==> src/bit_shift_flag_ops.sv <==
// bit, shift and flag instruction datapath with its register file, reached over APB
// assumes an APB master on clk_sys; reset_n may be asynchronous to clk_sys
`timescale 1ns/1ps

package bit_shift_pkg;
	localparam int         APB_AW       = 8;
	localparam int         REG_AW       = 5;
	localparam int         REG_DEPTH    = 32;
	localparam logic [7:0] OFS_INSTR    = 8'h00;
	localparam logic [7:0] OFS_STATUS   = 8'h04;
	localparam logic [7:0] OFS_REG_ADDR = 8'h08;
	localparam logic [7:0] OFS_REG_DATA = 8'h0c;
	localparam int         OP_LSB       = 0;
	localparam int         RD_LSB       = 4;
	localparam int         SRC_LSB      = 9;
	localparam int         BIT_LSB      = 14;
	localparam int         FLAG_C       = 0;
	localparam int         FLAG_Z       = 1;
	localparam int         FLAG_N       = 2;
	localparam int         FLAG_V       = 3;
	localparam int         FLAG_T       = 6;
	localparam logic [7:0] STATUS_RST   = 8'h00;
	localparam logic [4:0] REGADDR_RST  = 5'h00;
	localparam logic [3:0] OP_NOP       = 4'h0;
	localparam logic [3:0] OP_ROT_RC    = 4'h1;
	localparam logic [3:0] OP_ASHIFT_R  = 4'h2;
	localparam logic [3:0] OP_SWAP      = 4'h3;
	localparam logic [3:0] OP_STAT_SET  = 4'h4;
	localparam logic [3:0] OP_STAT_CLR  = 4'h5;
	localparam logic [3:0] OP_TO_XFER   = 4'h6;
	localparam logic [3:0] OP_FROM_XFER = 4'h7;
	localparam logic [3:0] OP_CARRY_SET = 4'h8;
	localparam logic [3:0] OP_CARRY_CLR = 4'h9;
	localparam logic [3:0] OP_NEG_SET   = 4'ha;
	localparam logic [3:0] OP_NEG_CLR   = 4'hb;
endpackage

// Functional notes
// RULE1: rotate_right_carry: old carry to bit 7, bits shift down, bit 0 to carry; Z,C,N,V
// RULE2: arith_shift_right: bits 0..6 take next higher bit, bit 7 kept; Z,C,N,V
// RULE3: nibble swap exchanges high and low halves, no flag change, one cycle
// RULE4: status_bit_set writes one, status_bit_clear writes zero, only selected status bit
// RULE5: reg_bit_to_transfer copies selected source_register bit into transfer flag only
// RULE6: transfer_to_reg_bit copies transfer flag into selected destination bit, flags kept
// RULE7: carry_force_one sets carry, carry_force_zero clears it, one cycle, carry only
// RULE8: negative_force_one sets negative, negative_force_zero clears it, nothing else
// RULE9: result and flags written back together in one execute cycle
module bit_shift_flag_ops
	import bit_shift_pkg::*;
(
	input  wire logic              clk_sys,
	input  wire logic              reset_n,
	input  wire logic              psel,
	input  wire logic              penable,
	input  wire logic              pwrite,
	input  wire logic [APB_AW-1:0] paddr,
	input  wire logic [31:0]       pwdata,
	output logic      [31:0]       prdata,
	output logic                   pready,
	output logic                   pslverr,
	output logic      [7:0]        status_register
);

	typedef enum logic [1:0] {ST_IDLE, ST_FETCH, ST_EXEC, ST_DONE} phase_e;

	// ****************************************
	// helpers
	// ****************************************
	function automatic logic [7:0] bit_mask(input logic [2:0] sel);
		bit_mask = 8'h01 << sel;
	endfunction

	function automatic logic is_mapped(input logic [APB_AW-1:0] a);
		is_mapped = (a == OFS_INSTR) || (a == OFS_STATUS) || (a == OFS_REG_ADDR) || (a == OFS_REG_DATA);
	endfunction

	// ****************************************
	// reset release
	// ****************************************
	logic [1:0] rst_sync_ff;
	logic       rst_n;

	always_ff @(posedge clk_sys or negedge reset_n)
	begin
		if (!reset_n)
			rst_sync_ff <= 2'b00;
		else
			rst_sync_ff <= {rst_sync_ff[0], 1'b1};
	end
	assign rst_n = rst_sync_ff[1];

	// ****************************************
	// transfer capture
	// ****************************************
	phase_e              phase_ff;
	logic                wr_ff;
	logic [APB_AW-1:0]   ofs_ff;
	logic [31:0]         wdata_ff;
	logic [REG_AW-1:0]   addr_a_ff;
	logic [REG_AW-1:0]   addr_b_ff;
	logic [REG_AW-1:0]   regaddr_ff;
	logic                start;
	logic [7:0]          rd_val;
	logic [7:0]          src_val;

	assign start = psel && penable && (phase_ff == ST_IDLE);

	always_ff @(posedge clk_sys or negedge rst_n)
	begin
		if (!rst_n)
			phase_ff <= ST_IDLE;
		else
		begin
			unique case (phase_ff)
				ST_IDLE:  if (start) phase_ff <= ST_FETCH;
				ST_FETCH: phase_ff <= ST_EXEC;
				ST_EXEC:  phase_ff <= ST_DONE; // [RULE9]
				ST_DONE:  phase_ff <= ST_IDLE;
			endcase
		end
	end

	always_ff @(posedge clk_sys or negedge rst_n)
	begin
		if (!rst_n)
		begin
			wr_ff     <= 1'b0;
			ofs_ff    <= '0;
			wdata_ff  <= '0;
			addr_a_ff <= '0;
			addr_b_ff <= '0;
		end
		else if (start)
		begin
			wr_ff     <= pwrite;
			ofs_ff    <= paddr;
			wdata_ff  <= pwdata;
			// register window uses the pointer, instructions carry their own indices
			addr_a_ff <= (paddr == OFS_INSTR) ? pwdata[RD_LSB +: REG_AW] : regaddr_ff;
			addr_b_ff <= pwdata[SRC_LSB +: REG_AW];
		end
	end

	// ****************************************
	// execute
	// ****************************************
	logic [3:0]  op;
	logic [2:0]  bsel;
	logic        exec_instr;
	logic [7:0]  nxt_status;
	logic [7:0]  result;
	logic        wr_en;
	logic        nxt_err;
	logic [31:0] nxt_rdata;

	assign op         = wdata_ff[OP_LSB +: 4];
	assign bsel       = wdata_ff[BIT_LSB +: 3];
	assign exec_instr = (phase_ff == ST_EXEC) && wr_ff && (ofs_ff == OFS_INSTR);

	always_comb
	begin
		nxt_status = status_register;
		result     = rd_val;
		wr_en      = 1'b0;
		nxt_err    = 1'b0;
		if (exec_instr)
		begin
			case (op)
				OP_NOP: ;
				OP_ROT_RC, OP_ASHIFT_R:
				begin
					result             = {(op == OP_ROT_RC) ? status_register[FLAG_C] : rd_val[7], rd_val[7:1]}; // [RULE1] [RULE2]
					wr_en              = 1'b1;
					nxt_status[FLAG_C] = rd_val[0];
					nxt_status[FLAG_N] = result[7];
					nxt_status[FLAG_Z] = (result == 8'h00);
					nxt_status[FLAG_V] = result[7] ^ rd_val[0]; // [RULE1] [RULE2]
				end
				OP_SWAP:
				begin
					result = {rd_val[3:0], rd_val[7:4]}; // [RULE3]
					wr_en  = 1'b1;
				end
				OP_STAT_SET: nxt_status = status_register | bit_mask(bsel); // [RULE4]
				OP_STAT_CLR: nxt_status = status_register & ~bit_mask(bsel); // [RULE4]
				OP_TO_XFER:  nxt_status[FLAG_T] = src_val[bsel]; // [RULE5]
				OP_FROM_XFER:
				begin
					result = status_register[FLAG_T] ? (rd_val | bit_mask(bsel)) : (rd_val & ~bit_mask(bsel)); // [RULE6]
					wr_en  = 1'b1;
				end
				OP_CARRY_SET: nxt_status[FLAG_C] = 1'b1; // [RULE7]
				OP_CARRY_CLR: nxt_status[FLAG_C] = 1'b0; // [RULE7]
				OP_NEG_SET:   nxt_status[FLAG_N] = 1'b1; // [RULE8]
				OP_NEG_CLR:   nxt_status[FLAG_N] = 1'b0; // [RULE8]
				default: nxt_err = 1'b1;
			endcase
		end
		else if (phase_ff == ST_EXEC)
		begin
			if (!is_mapped(ofs_ff))
				nxt_err = 1'b1;
			else if (wr_ff && ofs_ff == OFS_STATUS)
				nxt_status = wdata_ff[7:0];
			else if (wr_ff && ofs_ff == OFS_REG_DATA)
			begin
				result = wdata_ff[7:0];
				wr_en  = 1'b1;
			end
		end
	end

	always_comb
	begin
		nxt_rdata = 32'h0000_0000;
		if (!wr_ff)
		begin
			case (ofs_ff)
				OFS_STATUS:   nxt_rdata = {24'h00_0000, status_register};
				OFS_REG_ADDR: nxt_rdata = {27'h000_0000, regaddr_ff};
				OFS_REG_DATA: nxt_rdata = {24'h00_0000, rd_val};
				default:      nxt_rdata = 32'h0000_0000;
			endcase
		end
	end

	regfile_mem #(
		.DEPTH (REG_DEPTH),
		.WIDTH (8),
		.AW    (REG_AW)
	) u_regs (
		.clk_sys   (clk_sys),
		.rst_n     (rst_n),
		.wr_en     (wr_en),
		.wr_addr   (addr_a_ff),
		.wr_data   (result),
		.rd_addr_a (addr_a_ff),
		.rd_data_a (rd_val),
		.rd_addr_b (addr_b_ff),
		.rd_data_b (src_val)
	);

	// ****************************************
	// state and bus answer
	// ****************************************
	// flags and register result land on the same edge
	always_ff @(posedge clk_sys or negedge rst_n)
	begin
		if (!rst_n)
			status_register <= STATUS_RST;
		else if (phase_ff == ST_EXEC)
			status_register <= nxt_status; // [RULE9]
	end

	always_ff @(posedge clk_sys or negedge rst_n)
	begin
		if (!rst_n)
			regaddr_ff <= REGADDR_RST;
		else if (phase_ff == ST_EXEC && wr_ff && ofs_ff == OFS_REG_ADDR)
			regaddr_ff <= wdata_ff[REG_AW-1:0];
	end

	always_ff @(posedge clk_sys or negedge rst_n)
	begin
		if (!rst_n)
		begin
			pready  <= 1'b0;
			pslverr <= 1'b0;
			prdata  <= 32'h0000_0000;
		end
		else if (phase_ff == ST_EXEC)
		begin
			pready  <= 1'b1;
			pslverr <= nxt_err;
			prdata  <= nxt_rdata;
		end
		else
		begin
			pready  <= 1'b0;
			pslverr <= 1'b0;
			prdata  <= 32'h0000_0000;
		end
	end
endmodule

==> src/regfile_mem.sv <==
// general register file of the bit/shift datapath: one write port, two read ports
// assumes a single clock; read data come from registers, one cycle after the address
`timescale 1ns/1ps

module regfile_mem
#(
	parameter int DEPTH = 32,
	parameter int WIDTH = 8,
	parameter int AW    = $clog2(DEPTH)
)
(
	input  wire logic             clk_sys,
	input  wire logic             rst_n,
	input  wire logic             wr_en,
	input  wire logic [AW-1:0]    wr_addr,
	input  wire logic [WIDTH-1:0] wr_data,
	input  wire logic [AW-1:0]    rd_addr_a,
	output logic      [WIDTH-1:0] rd_data_a,
	input  wire logic [AW-1:0]    rd_addr_b,
	output logic      [WIDTH-1:0] rd_data_b
);

	// ****************************************
	// parameter check
	// ****************************************
	if (DEPTH < 2 || (1 << AW) < DEPTH || WIDTH < 1)
	begin : g_bad_param
		$error("regfile_mem: unsupported depth or width");
	end

	logic [WIDTH-1:0] mem_ff [DEPTH];

	// array has no reset: contents are undefined until software writes them
	always_ff @(posedge clk_sys)
	begin
		if (wr_en)
		begin
			mem_ff[wr_addr] <= wr_data;
		end
	end

	// read during write returns the old word
	always_ff @(posedge clk_sys or negedge rst_n)
	begin
		if (!rst_n)
		begin
			rd_data_a <= '0;
			rd_data_b <= '0;
		end
		else
		begin
			rd_data_a <= mem_ff[rd_addr_a];
			rd_data_b <= mem_ff[rd_addr_b];
		end
	end

endmodule

==> config.mk <==
export PLATFORM = sky130hd
export DESIGN_NAME = bit_shift_flag_ops
export DESIGN_NICKNAME = d
export VERILOG_FILES = /design/src/bit_shift_flag_ops.sv /design/src/regfile_mem.sv
export SDC_FILE = /design/constraint.sdc
export NUM_CORES = 1
export LEC_CHECK = 0
export ABC_CLOCK_PERIOD_IN_PS = 2400
export BUFFER_PORTS_ARGS = -buffer_cell sky130_fd_sc_hd__buf_4
export CAP_MARGIN = 30
export CORE_MARGIN = 5
export CORE_UTILIZATION = 50
export CTS_CLUSTER_DIAMETER = 40
export DETAILED_ROUTE_END_ITERATION = 8
export GPL_TIMING_DRIVEN = 0
export PLACE_DENSITY_LB_ADDON = 0.12
export SYNTH_ARGS = -nofsm -noshare
export SYNTH_HDL_FRONTEND = slang
export SYNTH_HIERARCHICAL = 1
export SYNTH_SLANG_ARGS = --single-unit
==> constraint.sdc <==
create_clock -name clk_sys -period 2.4 [get_ports clk_sys]
set_input_delay 0.48 -clock clk_sys [delete_from_list [all_inputs] [get_ports clk_sys]]
set_output_delay 0.48 -clock clk_sys [all_outputs]
set_load 0.01 [all_outputs]
# ---- After elaboration in Yosys (flattened, before gate mapping)
# Memory sizes are Yosys's and may differ from the RTL's. A register that Yosys moved wholly into a read port is not among the register bits.
# Cells that the tools add are included.
# Widths: inputs -> output; s select.
dict set report op_classes {
  n_addsub 0
  mul 0
  div 0
  n_lt_le_gt_ge 1
  n_eq_ne 23
  shift 1
  mux 39
  bitwise 6
  reduce_logical 27
}
# cell count
set ops {}
lappend ops {{$mux 8} 10}
lappend ops {{$pmux 8 s3} 2}
lappend ops {{$mux 32} 1}
lappend ops {{$logic_not 8->1} 3}
lappend ops {{$reduce_and 4->1} 5}
lappend ops {{$and 8x8->8} 2}
lappend ops {{$eq 4x3->1 const B} 4}
lappend ops {{$eq 4x4->1 const B} 4}
lappend ops {{$eq 8x4->1 const B} 2}
lappend ops {{$or 8x8->8} 2}
lappend ops {{$mux 1} 15}
lappend ops {{$ne 6x1->1 const B} 2}
lappend ops {{$reduce_or 12->1} 1}
lappend ops {{$pmux 1 s5} 2}
lappend ops {{$pmux 1 s3} 3}
lappend ops {{$eq 4x2->1 const B} 2}
lappend ops {{$eq 8x3->1 const B} 1}
lappend ops {{$ne 4x1->1 const B} 2}
lappend ops {{$not 8->8} 1}
lappend ops {{$pmux 2 s4} 1}
lappend ops {{$shl 1x3->8 const A} 1}
lappend ops {{$logic_and 1x1->1} 7}
lappend ops {{$mux 5} 1}
lappend ops {{$eq 2x2->1 const B} 2}
lappend ops {{17 further kinds} 21}
dict set report totals {
  reg_bits 87
  latchBits 0
  mem_bits_rw 256
  mem_bits_ro 0
  in_bits 45
  output_inout_bits 42
  word_cells 114
  memories 1
}
# memory words word_bits rd rd_ports_with_merged_regs wr line
set mem_list {}
lappend mem_list {u_regs.mem_ff 32 8 2 2 1 regfile_mem.sv:31} ;# logic [WIDTH-1:0] mem_ff [DEPTH];

# ---- Logic depth before layout (Yosys ltp)
dict set report depth {
  depth_word 9
  mapped_depth 9
  depth_no_buf 8
}

# ---- Modules after synthesis
# The synthesis kept the hierarchy.
# mod n_inst cells_per_inst area_per_inst_um2
set modules_own_cells {}
lappend modules_own_cells {regfile_mem 1 532 12288.0}
lappend modules_own_cells {bit_shift_flag_ops 1 397 3643.5}

# ---- Worst setup path before layout
# OpenSTA, ideal clock, no wires.
dict set report synth_timing {
  path_kind {reg2reg}
  startpoint {register phase_ff[0]}
  endpoint {memory u_regs.mem_ff[0][0], enable pin}
  arrival_ns 2.571
  setup_slack_ns -0.542
  path_stages_with_launch 10
  path_buffers 1
  synth_period_minus_slack_ns 2.942
  cell_sequence {dfrtp_1 > inv_1 > ha_1 > and2_1 > nand2_1 > or3_1 > a21oi_1 > or3b_2 > clkbuf_1 > nor2_1}
}
dict set report synth_via {
  elab_chain_len 6
  elab_cells_between_ends 7
  cone_classes {eq/ne (1); mux (4); reduce/logical (2)}
}
# item line
set synth_lines {}
lappend synth_lines {{from (decl)} bit_shift_flag_ops.sv:95} ;# phase_e phase_ff;
lappend synth_lines {{from (signal assigned)} bit_shift_flag_ops.sv:111} ;# phase_ff <= ST_IDLE;
lappend synth_lines {{from (signal assigned)} bit_shift_flag_ops.sv:115} ;# ST_IDLE: if (start) phase_ff <= ST_FETCH;
lappend synth_lines {{from (signal assigned)} bit_shift_flag_ops.sv:116} ;# ST_FETCH: phase_ff <= ST_EXEC;
lappend synth_lines {{$eq 2x2->1 (*)} {bit_shift_flag_ops.sv:158, bit_shift_flag_ops.sv:199}}
lappend synth_lines {{$logic_and 1x1->1 (2 in series)} bit_shift_flag_ops.sv:158} ;# assign exec_instr = (phase_ff == ST_EXEC) && wr_ff && (ofs_ff == OFS_INSTR);
lappend synth_lines {{$mux 1 (*)} bit_shift_flag_ops.sv:166} ;# if (exec_instr)
lappend synth_lines {{via wr_en} bit_shift_flag_ops.sv:152} ;# logic wr_en;
lappend synth_lines {{$mux 1 (*)} regfile_mem.sv:36} ;# if (wr_en)
lappend synth_lines {{$mux 1 (implied by the code) (*)} regfile_mem.sv:38} ;# mem_ff[wr_addr] <= wr_data;
lappend synth_lines {{to (decl)} regfile_mem.sv:31}
# Mark *: on every way through the listed nets, which the timed path passes. The rest lies on a longest branch.

# ---- Worst setup path after layout
dict set report layout_timing {
  startpoint {register wdata_ff[3]}
  endpoint {memory u_regs.mem_ff[16][2], enable pin}
}
dict set report layout_via {
  elab_chain_len 6
  elab_cells_between_ends 9
  cone_classes {eq/ne (4); mux (4); reduce/logical (1)}
}
# item line
set layout_lines {}
lappend layout_lines {{from (decl)} bit_shift_flag_ops.sv:98} ;# logic [31:0] wdata_ff;
lappend layout_lines {{from (signal assigned)} bit_shift_flag_ops.sv:137} ;# wdata_ff <= pwdata;
lappend layout_lines {{$eq 4x1->1, or another cell as far along} bit_shift_flag_ops.sv:168} ;# case (op)
lappend layout_lines {{$reduce_or 4->1 (no source line) (*)} -}
lappend layout_lines {{$mux 1 (*)} bit_shift_flag_ops.sv:168}
lappend layout_lines {{$mux 1 (*)} bit_shift_flag_ops.sv:166}
lappend layout_lines {{via wr_en} bit_shift_flag_ops.sv:152}
lappend layout_lines {{$mux 1 (*)} regfile_mem.sv:36}
lappend layout_lines {{$mux 1 (implied by the code) (*)} regfile_mem.sv:38}
# Marks and branches as above.

==> results.ini <==
[route]
vias_per_cell=6.458
drtIter0Drc=1066
vias=10060
drc=0
first_pass_iters=5
ant_nets=0
routedWlPerCell_um=29.18
totalWireLength_um=45470

[synthesis]
synth_edf_count=256
async_flop_share_pct=22.19
synth-main-ff-cell=edfxtp_1
syn-cell-area_um2=15930
ys_ff_latch=329
yosysUniqueCellTypes=59
yosys_warnings=6
syn-instance-count=929
postSynthAreaPerCell_um2=17.15
ys_seq_area_share_pct=59.72

[timing]
report.final.slew_viol_count=0
skew_ps=22.93
fin_crit_sh_pct=106.2
final.setup.tns_ps=-18730
timing.final.ws_setup_ps=-149.9
finalHoldViolations=0
rsz0062_at_grt=true
fmaxAchievable_mhz=392.2
slew_headroom_pct=50.04
worstMarginPinSlew_ps=749.5
setup_viol=335
fin_crit_ps=2550

[pwr]
powerDensity_nw_per_um2=1141
p_leak_nw=6.928
power.total_mw=22.86
irDropWorstVdd_mv=0.5485

[setup_path]
worstReg2RegStart=wdata_ff[3]
r2r_cells=7
worstSetupPathType=register to register
setup.worst_path.end_class=register
arrival_ps=2810
r2r_setup_slack_ps=-150
cp_max_fo=10
timing.rr.end=u_regs/mem_ff[16][2]
cp.required_ps=2660
cp-start-kind=register

[job]
cap_violations=0

[global_routing]
grt_pass1_wl_um=67190
grt_usage_pct=25.57
grt_util_met2_pct=40.06
grt_overflow=0
use_met1_pct=35.90
top_usage_layer=met2
grt_max_degree=68
grt_pass1_vias=10160
grt_use_met3_pct=6.132
grt_antenna_before_repair=0

[clock_tree]
clk_latency_ps=560
clock-sinks=329
clk_path_buf_depth=3
numCtsBuffers=45
htree_levels=2
cts_root_buf=clkbuf_16
cts.clk_slew.worst_paths_ps=60
cts_tree=yes

[final_layout]
layout.nets=1168
area_growth_pct=25.77
final_cells=1558
final_util_pct=63.66
drive_gt1_share_pct=47.32
antenna_cells=0
final_common_cell=edfxtp_1
most-common-layout-cells=256 x edfxtp_1, 160 x mux4_2, 114 x buf_4, 71 x dfrtp_1, 48 x mux2_2

[outcome]
status=complete, but fails checks
violations=setup timing

[floorplan]
coreArea_um2=31470
start_util_pct=50.62
die_w_um=188.5
ios=87
dieArea_um2=35530
rows=65
die_h_um=188.5

[placement]
hpwlAfterDp_um=30160
port_buffers=47
gp_congestion=0.9285
dp.cells=1408

[hold_path]
hp-class=register to asynchronous set/reset pin

## cells in the mapped netlist, types with 3 or more instances
library cell / instances / share of area, %
nand2b_1: 4 / 0.16
nor2_1: 66 / 1.6
nor3b_1: 3 / 0.14
o221ai_1: 3 / 0.16
o21a_1: 5 / 0.24
buf_2: 5 / 0.16
o32ai_1: 4 / 0.22
buf_4: 36 / 1.7
o21ai_0: 24 / 0.75
mux4_2: 160 / 23
or3b_2: 3 / 0.16
nand2_1: 29 / 0.68
a22oi_1: 4 / 0.19
nand3b_1: 7 / 0.33
mux2_2: 48 / 3.4
a21oi_1: 33 / 1.0
a211oi_1: 5 / 0.24
edfxtp_1: 256 / 48
a221oi_1: 4 / 0.22
o31ai_1: 4 / 0.19
or3_1: 4 / 0.16
nand3_1: 11 / 0.35
nor3_1: 7 / 0.22
buf_1: 21 / 0.49
inv_1: 7 / 0.16
nor4_1: 3 / 0.12
o22ai_1: 9 / 0.35
a31oi_1: 8 / 0.31
mux2i_1: 22 / 1.4
dfrtp_1: 73 / 11
clkbuf_1: 25 / 0.59
## power by group
part | switching [mW] | leakage, nW | internal (mW)
registers | 0.537 | 3.23 | 7.26
logic | 4.69 | 2.97 | 3.84
clock network | 2.55 | 0.727 | 3.98
## cell families (layout without fill, tap and decap cells)
| family | after synthesis | after routing | share of synthesized area [%] |
|---|---|---|---|
| DFF | 329 | 329 | 59.72 |
| muxes | 230 | 230 | 27.39 |
| and+or+nand+nor | 157 | 157 | 4.995 |
| AOI/OAI and AO/OA | 110 | 112 | 4.304 |
| adders and majority gates | 3 | 3 | 0.2199 |
| xor gates and xnor gates | 1 | 1 | 0.05499 |
| buffers and inverters | 97 | 299 | 3.267 |
| other | 2 | 25 | 0.04714 |
## metrics by stage
step | cell area, µm² | setup slack (ps) | hold slack (ps)
detailed placement | 17170 | -907.8 | 128.2
global placement | 17000 | -1126 | 263.3
floorplan | 16150 | -12.67 | 184.4
finish | 20040 | -149.9 | 122.1
CTS | 19970 | -137.8 | 125.9
global route | 20040 | -174.1 | 127.7
## worst max-delay path, cell delays in order, from the launching register on
cell and delay (ps):
dfrtp_1 410, clkbuf_4 200, buf_4 200, or3_4 400, a21oi_4 150, or3b_4 540, nor2_4 190, buf_12 140
## how the worst max path moves through the flow
stage / from / end / slack [ps] / depth (start not counted)
after CTS: phase_ff[0] / u_regs/mem_ff[20][4] / -140 / 9
after global routing: phase_ff[0] / u_regs/mem_ff[16][0] / -170 / 9
final: wdata_ff[3] / u_regs/mem_ff[16][2] / -150 / 7
after global placement: ofs_ff[2] / u_regs/mem_ff[18][2] / -1130 / 6
after floorplan: ofs_ff[2] / u_regs/mem_ff[28][0] / -10 / 8
after detailed placement: wdata_ff[3] / u_regs/mem_ff[30][0] / -910 / 6
## flip-flops by register name (all words and copies together) (netlist names), 2 cells and up, named ones only
name              cells
u_regs/mem_ff       256
u_regs/rd_data_a      8
ofs_ff                8
status_register       5
u_regs/rd_data_b      8
rst_sync_ff           2
addr_a_ff             5
wdata_ff             16
phase_ff              2
prdata                8
regaddr_ff            5
## timing repair
item,in CTS,in global routing
buffers inserted,61,6
gates resized for setup,135,14
setup endpoints to repair,528,530
endpoints found under the hold margin,2,0
pin swaps,37,10
hold buffers,1,0
gates cloned,2,0
## final cells by class
class | instances | area (µm²)
Buffer | 87 | 591.8
Clock buffer | 57 | 1222
Clock inverter | 25 | 267.8
Fill cell | 2171 | 11440
Inverter | 8 | 35.03
Multi-Input combinational cell | 528 | 6466
Sequential cell | 329 | 9519
Tap cell | 402 | 503.0
Timing Repair Buffer | 122 | 1431
## layer usage
metal  routed length, µm  share of wire (%)  up-vias
li1                    -                  -     4172
met1               17890                 39     5198
met2               21270                 47      595
met3                4405                9.7       96
met4                1897                4.2        0
met5                   0                  0        -
Power figures use the tool's default switching activity.
